--- config.mk ---
export PLATFORM = sky130hd
export DESIGN_NAME = bpsc_bridge_power
export DESIGN_NICKNAME = d
export VERILOG_FILES = /design/src/design/bpsc_pkg.sv /design/src/design/bpsc_bridge_power.sv
export VERILOG_INCLUDE_DIRS = /design/src /design/src/design
export SDC_FILE = /design/constraint.sdc
export NUM_CORES = 1
export LEC_CHECK = 0
export ABC_AREA = 1
export BUFFER_PORTS_ARGS = -buffer_cell sky130_fd_sc_hd__buf_2
export CAP_MARGIN = 20
export CORE_MARGIN = 4
export CORE_UTILIZATION = 44
export CTS_CLUSTER_SIZE = 8
export DETAILED_ROUTE_END_ITERATION = 10
export PLACE_DENSITY = 0.79
export SYNTH_ARGS = -nofsm -noshare
export SYNTH_HDL_FRONTEND = slang
export SYNTH_SLANG_ARGS = --single-unit
--- constraint.sdc ---
create_clock -name CLK_SYS -period 1.2 [get_ports CLK_SYS]
set_input_delay 0 -clock CLK_SYS [delete_from_list [all_inputs] [get_ports CLK_SYS]]
set_output_delay 0 -clock CLK_SYS [all_outputs]
set_load 0.005 [all_outputs]
--- src/design/bpsc_consts.svh ---
/*
 Constants for the bridge power state control block: power-state field
 encodings, reset values and port count. Assumes nothing; definitions only.
*/
`ifndef BPSC_CONSTS_SVH
`define BPSC_CONSTS_SVH

`define BPSC_PSF_D0 2'h0
`define BPSC_PSF_D3HOT 2'h3
`define BPSC_NUM_PORTS 3
`define BPSC_NSR_RESET 1'h1

`endif

--- src/design/bpsc_pkg.sv ---
/*
 Types for the bridge power state control block.
 Assumes the constants header is available on the include path.
*/
package bpsc_pkg;
    typedef enum logic [1:0] {
        BPSC_D0_UNINIT,
        BPSC_D0_ACTIVE,
        BPSC_D3_HOT,
        BPSC_D3_COLD
    } bpsc_pstate_type;

    typedef enum logic [1:0] {
        BPSC_TLP_CFG0,
        BPSC_TLP_MSG,
        BPSC_TLP_REQ,
        BPSC_TLP_CPL
    } bpsc_tlp_kind_type;
endpackage
--- src/design/bpsc_bridge_power.sv ---
/*
 Per-port power state tracking for the bridges of a switch, with TLP
 disposition while a bridge is in D3hot, L1 request per link and
 whole-switch low-power entry. Assumes a single core clock, synchronous
 inputs, and that configuration and power-state writes arrive as
 one-cycle strobes from the configuration space logic. Port 0 is upstream.
*/
`timescale 1ns/1ps
`include "bpsc_consts.svh"

// Contract
// - each bridge holds its own power state
// - D3hot permits that link to enter L1
// - L1 attempt ignores other ports' states
// - upstream low power plus acks: switch low
// - four states: D0 uninit, active, D3hot, D3cold
// - reset gives D0 uninit; configuration gives active
// - D0 active plus D3hot write gives D3hot
// - D3hot plus D0 write gives D0 uninit
// - leaving D3hot resets no logic or registers
// - no-soft-reset flag defaults to context kept
// - D3hot completes type 0 configuration requests
// - D3hot accepts messages targeting the bridge
// - D3hot: other primary requests are UR
// - D3hot: TLP-caused errors reported as D0
// - D3hot: non-TLP errors are dropped
// - D3hot: completions to bridge are UC
// - D3hot: passing completions routed as D0
// - D3hot: secondary requests are UR
module bpsc_bridge_power #(
    parameter int NPORTS = `BPSC_NUM_PORTS
) (
    // clock and reset
    input wire logic CLK_SYS,
    input wire logic RST_B,
    // configuration events, one bit per bridge; PSF_WDATA two bits per bridge
    input wire logic [NPORTS-1:0] CFG_DONE,
    input wire logic [NPORTS-1:0] PSF_WR,
    input wire logic [2*NPORTS-1:0] PSF_WDATA,
    input wire logic [NPORTS-1:0] POWER_REMOVED,
    // received tlp to classify
    input wire logic TLP_VALID,
    input wire logic [1:0] TLP_PORT,
    input wire bpsc_pkg::bpsc_tlp_kind_type TLP_KIND,
    input wire logic TLP_SECONDARY,
    input wire logic TLP_TO_BRIDGE,
    // error events to filter
    input wire logic [NPORTS-1:0] ERR_EVENT,
    input wire logic [NPORTS-1:0] ERR_FROM_TLP,
    // upstream turn-off handshake
    input wire logic TO_ACKS_DONE,
    // state outputs
    output logic [2*NPORTS-1:0] PSTATE,
    output logic [2*NPORTS-1:0] PSF_RDATA,
    output logic [NPORTS-1:0] NO_SOFT_RESET,
    output logic [NPORTS-1:0] L1_REQ,
    output logic SWITCH_LOW_POWER,
    // tlp disposition, one cycle after TLP_VALID
    output logic TLP_ACCEPT,
    output logic TLP_UR,
    output logic TLP_UC,
    output logic TLP_ROUTE,
    // filtered error message request
    output logic [NPORTS-1:0] ERR_MSG
);
    import bpsc_pkg::*;

    bpsc_pstate_type pstate [NPORTS];
    bpsc_pstate_type next_pstate [NPORTS];
    logic [1:0] psf [NPORTS];
    logic [NPORTS-1:0] in_d3hot;

    function automatic bpsc_pstate_type step(input bpsc_pstate_type cur,
                                             input logic cfg,
                                             input logic wr,
                                             input logic [1:0] wdata,
                                             input logic off);
        bpsc_pstate_type nxt;
        nxt = cur;
        case (cur)
            BPSC_D0_UNINIT: begin
                if (cfg) begin
                    nxt = BPSC_D0_ACTIVE;
                end
            end
            BPSC_D0_ACTIVE: begin
                if (wr && wdata == `BPSC_PSF_D3HOT) begin
                    nxt = BPSC_D3_HOT;
                end
            end
            BPSC_D3_HOT: begin
                if (off) begin
                    nxt = BPSC_D3_COLD;
                end else if (wr && wdata == `BPSC_PSF_D0) begin
                    nxt = BPSC_D0_UNINIT;
                end
            end
            BPSC_D3_COLD: begin
                nxt = BPSC_D3_COLD; // left only by fundamental reset
            end
            default: begin
                nxt = BPSC_D0_UNINIT;
            end
        endcase
        return nxt;
    endfunction

    genvar g;
    generate
        for (g = 0; g < NPORTS; g++) begin : port
            // each bridge has its own state, nothing shared
            assign next_pstate[g] = step(pstate[g], CFG_DONE[g], PSF_WR[g],
                                         PSF_WDATA[2*g +: 2], POWER_REMOVED[g]);
            assign in_d3hot[g] = (pstate[g] == BPSC_D3_HOT);
            // per-port only, no term from other ports
            assign L1_REQ[g] = in_d3hot[g];
            assign PSTATE[2*g +: 2] = pstate[g];
            assign PSF_RDATA[2*g +: 2] = psf[g];
            assign NO_SOFT_RESET[g] = `BPSC_NSR_RESET;
            // only state moves; no other register is touched
            always_ff @(posedge CLK_SYS or negedge RST_B) begin
                if (!RST_B) begin
                    pstate[g] <= BPSC_D0_UNINIT;
                end else begin
                    pstate[g] <= next_pstate[g];
                end
            end
            // field mirrors last legal encoding written; others ignored
            always_ff @(posedge CLK_SYS or negedge RST_B) begin
                if (!RST_B) begin
                    psf[g] <= `BPSC_PSF_D0;
                end else if (PSF_WR[g] && (PSF_WDATA[2*g +: 2] == `BPSC_PSF_D0 ||
                             PSF_WDATA[2*g +: 2] == `BPSC_PSF_D3HOT)) begin
                    psf[g] <= PSF_WDATA[2*g +: 2];
                end
            end
        end
    endgenerate

    // errors: tlp-caused pass always, others dropped in D3hot
    logic [NPORTS-1:0] next_err_msg;
    assign next_err_msg = ERR_EVENT & (ERR_FROM_TLP | ~in_d3hot);

    // upstream port governs the whole switch
    wire up_low = (pstate[0] == BPSC_D3_HOT) || (pstate[0] == BPSC_D3_COLD);
    wire next_low = up_low && TO_ACKS_DONE;

    // tlp disposition
    wire port_ok = (32'(TLP_PORT) < NPORTS);
    wire tgt_d3 = port_ok && in_d3hot[TLP_PORT];
    wire is_cpl = (TLP_KIND == BPSC_TLP_CPL);
    wire keep_cfg = (TLP_KIND == BPSC_TLP_CFG0) && !TLP_SECONDARY;
    wire keep_msg = (TLP_KIND == BPSC_TLP_MSG) && TLP_TO_BRIDGE && !TLP_SECONDARY;
    // secondary requests all refused; primary cfg0 and bridge messages kept
    wire d3_ur = tgt_d3 && !is_cpl && !keep_cfg && !keep_msg;
    wire d3_uc = tgt_d3 && is_cpl && TLP_TO_BRIDGE;
    // completions through the bridge route as in D0
    wire next_route = TLP_VALID && is_cpl && !TLP_TO_BRIDGE;
    wire next_ur = TLP_VALID && d3_ur;
    wire next_uc = TLP_VALID && d3_uc;
    wire next_accept = TLP_VALID && !d3_ur && !d3_uc && !next_route;

    always_ff @(posedge CLK_SYS or negedge RST_B) begin
        if (!RST_B) begin
            TLP_ACCEPT <= 1'h0;
            TLP_UR <= 1'h0;
            TLP_UC <= 1'h0;
            TLP_ROUTE <= 1'h0;
            ERR_MSG <= '0;
            SWITCH_LOW_POWER <= 1'h0;
        end else begin
            TLP_ACCEPT <= next_accept;
            TLP_UR <= next_ur;
            TLP_UC <= next_uc;
            TLP_ROUTE <= next_route;
            ERR_MSG <= next_err_msg;
            SWITCH_LOW_POWER <= next_low;
        end
    end
endmodule

== Word-level counts from Yosys, hierarchy flattened ==
Cells that the tools add are included.

* Output and inout port bits: 26
* Input bits: 31
* Bits in registers: 20

* Order comparisons: 2
* Multiplexer cells: 17
* Equality and inequality tests: 23
* Bitwise logic cells: 3
* Reduce and logical (&&, ||, !) cells: 48

{| class="wikitable"
|+ Operators with widths
! cell !! count
|-
| logical AND 1 bit || 26
|-
| two-way mux 2 bit || 12
|-
| case mux 2 bit (4 select lines) || 3
|-
| equality test 2 bit (second input constant) || 10
|-
| logical NOT 2 bit || 7
|-
| != test 2 bit (second input constant) || 6
|-
| != test 3 x 2 -> 1 bit (second input constant) || 3
|-
| AND reduction 3 bit || 3
|-
| equality test 2 x 1 -> 1 bit (second input constant) || 4
|-
| logical NOT 1 bit || 8
|-
| logical OR 1 bit || 4
|-
| bitwise AND 3 bit || 1
|-
| less-than comparator 2 x 3 -> 1 bit (second input constant) || 1
|-
| inverter 3 bit || 1
|-
| OR 3 bit || 1
|-
| binary-select mux 1 bit (select 2 bit) || 1
|-
| less-than comparator 2 bit (second input constant) || 1
|-
| two-way mux 1 bit || 1
|}

== Longest topological paths before layout ==
* Depth after elaboration: 11
* Gate-level depth with buffers: 6
* Mapped depth without buffers: 6

== Worst setup path before layout ==
OpenSTA, ideal clock, no wires.

* Path kind: register to register
* Start: register pstate (netlist bit PSTATE[1])
* End: register pstate (netlist bit PSTATE[1])
* Path buffers: 0
* Period minus slack after synthesis: 1.033 ns
* Setup time: 0.122 ns
* Slack: 0.167 ns
* Cell stages (with the launch flop): 4
* Arrival time: 0.910 ns
* Path through: dfrtp_1 or3_1 nand2_1 a21oi_1

* Word-level cells in the longest chain between the ends: 3
* Elaborated cells between the ends (all ways): 9
* Classes of those cells: eq/ne: 6; mux: 1; reduce/logical: 2

{| class="wikitable"
|+ RTL lines
! element !! line !! text
|-
| from (decl) || bpsc_bridge_power.sv:68 || <nowiki>bpsc_pstate_type pstate [NPORTS];</nowiki>
|-
| from (signal, indexed assignment) || bpsc_bridge_power.sv:125 || <nowiki>pstate[g] <= next_pstate[g];</nowiki>
|-
| equality test 2 bit (tied with other cells) || bpsc_bridge_power.sv:80 || <nowiki>case (cur)</nowiki>
|-
| != test 3 x 2 -> 1 bit (no line) or != test 2 bit (tied branches) || -- ||
|-
| AND reduction 3 bit (no line) || -- ||
|}

Parallel ways exist; a longest one is shown, timed or not.
A chain may end at the register's enable or synchronous reset.

== Final worst setup path ==
* Start: register pstate (netlist bit PSTATE[1])
* End: register pstate (netlist bit PSTATE[0])

Same word-level chain as after synthesis.

==> run summary <==
Run status
* **result of the run** finished clean

Clock tree
* **clock latency on the worst-skew pair** 290 ps
* **clock-pin slew of the registers on the worst-case setup and hold paths** 100 ps
* **Setup Buffers After CTS** 0
* **# clock sinks** 20
* **H-tree Lvls** 1
* **Clock Tree Buf Depth** 2
* **TritonCTS clock tree** done
* **root buffer selected by CTS** sky130_fd_sc_hd__clkbuf_4
* **Resized cells post-CTS** 0
* **Post-CTS Hold Fix Bufs** 19
* **CTS Buf Count** 3

Floorplan
* **initial core utilization** 46.95%
* **count of pins on the block boundary** 57
* **area of the die** 0.003255 mm2
* **Core Box Area** 0.002255 mm2
* **y dimension of the die** 57.05 um
* **horizontal die dimension** 57.05 um
* **cell row count** 17

Power and ir drop
* **relative contribution of combinational cells to total power** 41.9%
* **part of the total power dissipated in the clock network** 13.6%
* **switching power total** 0.8413 mW
* **Leakage** 0.9167 nW
* **Switching Fraction** 37.61%
* **cell area power density** 1437 mW/mm2
* **part of the total power dissipated in sequential elements** 44.5%
* **IR drop worst, VDD** 0.7832 mV
* **Internal Power** 1.396 mW

Final layout
* **Total Nets Final** 247
* **final standard cell count with taps included and fillers excluded** 236
* **Filler Cell Count** 178
* **share of cells above drive strength 1** 30.77%
* **layout overhead on the synthesized area** 47.04%
* **antenna cells** 0

Global routing
* **number of global-route vias before repair** 1066
* **antenna violations before repair** 0
* **wire length of the first global-routing pass** 4.215 mm
* **overall global routing resource usage** 16.40%
* **total global routing overflow** 0
* **maximum number of pins on one net before global-route repair** 21

Synthesis
* **Mapped Area** 0.001059 mm2
* **number of register bits inferred by synthesis** 20
* **largest cells by area after synthesis** sky130_fd_sc_hd__dfrtp_1 47%, sky130_fd_sc_hd__nand2_1 12%, sky130_fd_sc_hd__inv_1 8.2%, sky130_fd_sc_hd__ha_1 7.1%, sky130_fd_sc_hd__o21ai_0 4.7%
* **cells after synthesis** 134
* **average size of a mapped cell** 7.899 um2
* **post-synthesis cell type with the largest combined area** sky130_fd_sc_hd__dfrtp_1
* **proportion of register bits with asynchronous set or reset after synthesis** 100.0%
* **most frequent cell after synthesis** sky130_fd_sc_hd__nand2_1
* **EDFF count, synth** 0
* **proportion of synthesized chip area in sequential cells** 47.28%
* **area share of the largest cell type after synthesis** 47.28%
* **main flop type after synthesis** sky130_fd_sc_hd__dfrtp_1
* **number of distinct standard cells referenced by the synthesized netlist** 20
* **Synthesis Warnings** 0
* **Post-synth top cells** 33 x sky130_fd_sc_hd__nand2_1, 23 x sky130_fd_sc_hd__inv_1, 20 x sky130_fd_sc_hd__dfrtp_1

Drt
* **average wire per cell in the routed design** 10.72 um
* **total routed wirelength** 2.530 mm
* **Detailed Route Iter0 Violations** 14
* **final routed DRC violation total** 0
* **remaining number of nets flagged by the antenna check after routing** 0
* **routed vias/inst** 4.487
* **drt pass-1 iters** 4
* **total via count in the routed design** 1059

Worst setup path
* **CP required** 1390 ps
* **launch point of the worst reg-to-reg path** PSTATE[1]
* **kind of end point of the critical path** register
* **endpoint arrival time on the critical path** 1280 ps
* **Critical R2R Capture** PSTATE[0]
* **standard cell with the maximum stage delay on the critical path** sky130_fd_sc_hd__dfrtp_1
* **worst reg2reg path depth** 3
* **ordered list of cells on the worst path** or3_1 > nand2_1 > a21oi_1
* **Register-to-Register Setup Slack** 110 ps
* **critical path startpoint category** register
* **WS Path Type** reg -> reg
* **Slowest Stage Delay on Critical Path** 460 ps
* **Max FO, Critical Path** 7

Place
* **routability congestion estimate** 0.7931
* **HPWL after detailed placement** 1.959 mm
* **number of input and output port buffers inserted** 53
* **DP Cell Count** 214
* **post-placement setup slack** 119.3 ps

Timing
* **final worst-path cycle share** 91.12%
* **post-layout minimum cycle time** 1093 ps
* **Setup Viol. Count Final** 0
* **final hold vios** 0
* **setup total negative slack** 0 ps
* **Slew Viols, Final** 0
* **setup clock skew after layout** 1.907 ps
* **maximum clock frequency** 0.9145 GHz
* **unrepaired setup endpoints after global routing** false
* **least setup slack across all paths after layout** 106.5 ps

Min path
* **Min-Delay Endpoint** PSTATE[3]
* **launch point of the worst hold path** PSF_WR[1]
* **path class of the lowest-slack min-delay path** in -> reg
* **hold-critical path depth** 4

Flow run
* **reported max-cap violation count** 0

-- how the worst max path moves through the flow --
stage                end  cells after the start       from  slack (ps)
2_1_floorplan  PSTATE[1]                      3  PSTATE[1]         170
3_3_place_gp   PSTATE[1]                      3  PSTATE[1]         170
3_5_place_dp   PSTATE[0]                      3  PSTATE[1]         120
4_1_cts        PSTATE[0]                      3  PSTATE[1]         100
5_1_grt        PSTATE[1]                      3  PSTATE[1]          20
6_report       PSTATE[0]                      3  PSTATE[1]         110
-- registers in the layout, indices dropped and copies added (netlist names) --
| register | flops |
|---|---|
| TLP_ROUTE | 1 |
| PSTATE | 6 |
| TLP_UC | 1 |
| PSF_RDATA | 6 |
| TLP_ACCEPT | 1 |
| TLP_UR | 1 |
| ERR_MSG | 3 |
| SWITCH_LOW_POWER | 1 |
-- per-stage QoR --
stage / power [mW] / hold slack (ps) / util, % / instance area [um2]
3_5_place_dp: 1.906 / -32.38 / 59.60 / 1344
2_1_floorplan: 1.521 / -295.6 / - / 1066
3_3_place_gp: 1.858 / -35.58 / 59.60 / 1344
5_1_grt: 2.443 / 11.31 / 69.03 / 1556
4_1_cts: 2.266 / 0.9395 / 69.03 / 1556
6_report: 2.237 / 7.724 / 69.03 / 1556
-- area by class of cell --
| class | count | area (um2) | share of cell area (%) |
|---|---|---|---|
| flip-flops and latches | 20 | 500.5 | 32.15 |
| repair buffers | 72 | 455.4 | 29.26 |
| multi-input cells | 88 | 449.2 | 28.86 |
| inverters | 25 | 93.84 | 6.029 |
| well taps | 28 | 35.03 | 2.251 |
| clock buffers | 3 | 22.52 | 1.447 |
-- per-layer routing --
| layer | part of all wire, % | global-route usage [%] | up-vias | wire length, um |
|---|---|---|---|---|
| met2 | 54 | 31.32 | 31 | 1359 |
| met5 | 0 | 0 | - | 0 |
| met1 | 39 | 16.53 | 469 | 990 |
| met4 | 2.1 | 8.940 | 0 | 53 |
| li1 | - | - | 553 | - |
| met3 | 5.0 | 2.941 | 6 | 127 |
-- cells by family (layout without fill, tap and decap cells) --
logic type | count (synthesis) | in the layout | share of synthesized area (%)
AND/OR/NAND/NOR | 58 | 58 | 23.40
buffers and inverters | 28 | 100 | 10.99
other | 1 | 3 | 0.3543
adder cells (fa/ha/maj) | 6 | 6 | 7.092
flip-flops | 20 | 20 | 47.28
AO/OA/AOI/OAI | 21 | 21 | 10.88
-- cells in the final DEF (no fill, tap or decap) --
cell type | Yosys | routed
sky130_fd_sc_hd__nand2_2 | 2 | 2
sky130_fd_sc_hd__or3_1 | 1 | 1
sky130_fd_sc_hd__nand3_1 | 3 | 3
sky130_fd_sc_hd__o31ai_1 | 1 | 1
sky130_fd_sc_hd__o21ai_2 | 2 | 2
sky130_fd_sc_hd__buf_2 | 0 | 53
sky130_fd_sc_hd__a21oi_1 | 8 | 8
sky130_fd_sc_hd__nand2_1 | 33 | 33
sky130_fd_sc_hd__conb_1 | 1 | 3
sky130_fd_sc_hd__nor3_2 | 1 | 1
sky130_fd_sc_hd__or2_0 | 2 | 2
sky130_fd_sc_hd__inv_2 | 2 | 2
sky130_fd_sc_hd__nor3_1 | 1 | 1
sky130_fd_sc_hd__nand3b_1 | 1 | 1
sky130_fd_sc_hd__nor2_1 | 13 | 13
sky130_fd_sc_hd__o21ai_0 | 10 | 10
sky130_fd_sc_hd__ha_1 | 6 | 6
sky130_fd_sc_hd__dfrtp_1 | 20 | 20
sky130_fd_sc_hd__dlygate4sd3_1 | 0 | 19
sky130_fd_sc_hd__inv_1 | 23 | 23
sky130_fd_sc_hd__nor2_2 | 1 | 1
sky130_fd_sc_hd__clkbuf_4 | 0 | 3
-- critical path, delay by kind of cell, from the launching register on --
family / cells / cell delay, ps
AOI/OAI and AO/OA: 1 / 40
DFF: 1 / 460
and+or+nand+nor: 2 / 500
-- power groups by stage --
stage / clock network (mW) / registers, mW / logic (mW)
2_1_floorplan: 0 / 1.02 / 0.501
3_3_place_gp: 0 / 0.999 / 0.859
3_5_place_dp: 0 / 1.01 / 0.897
4_1_cts: 0.323 / 0.995 / 0.948
5_1_grt: 0.347 / 1.03 / 1.07
6_report: 0.305 / 0.995 / 0.937
No activity file was read; power rests on OpenSTA's default activity.
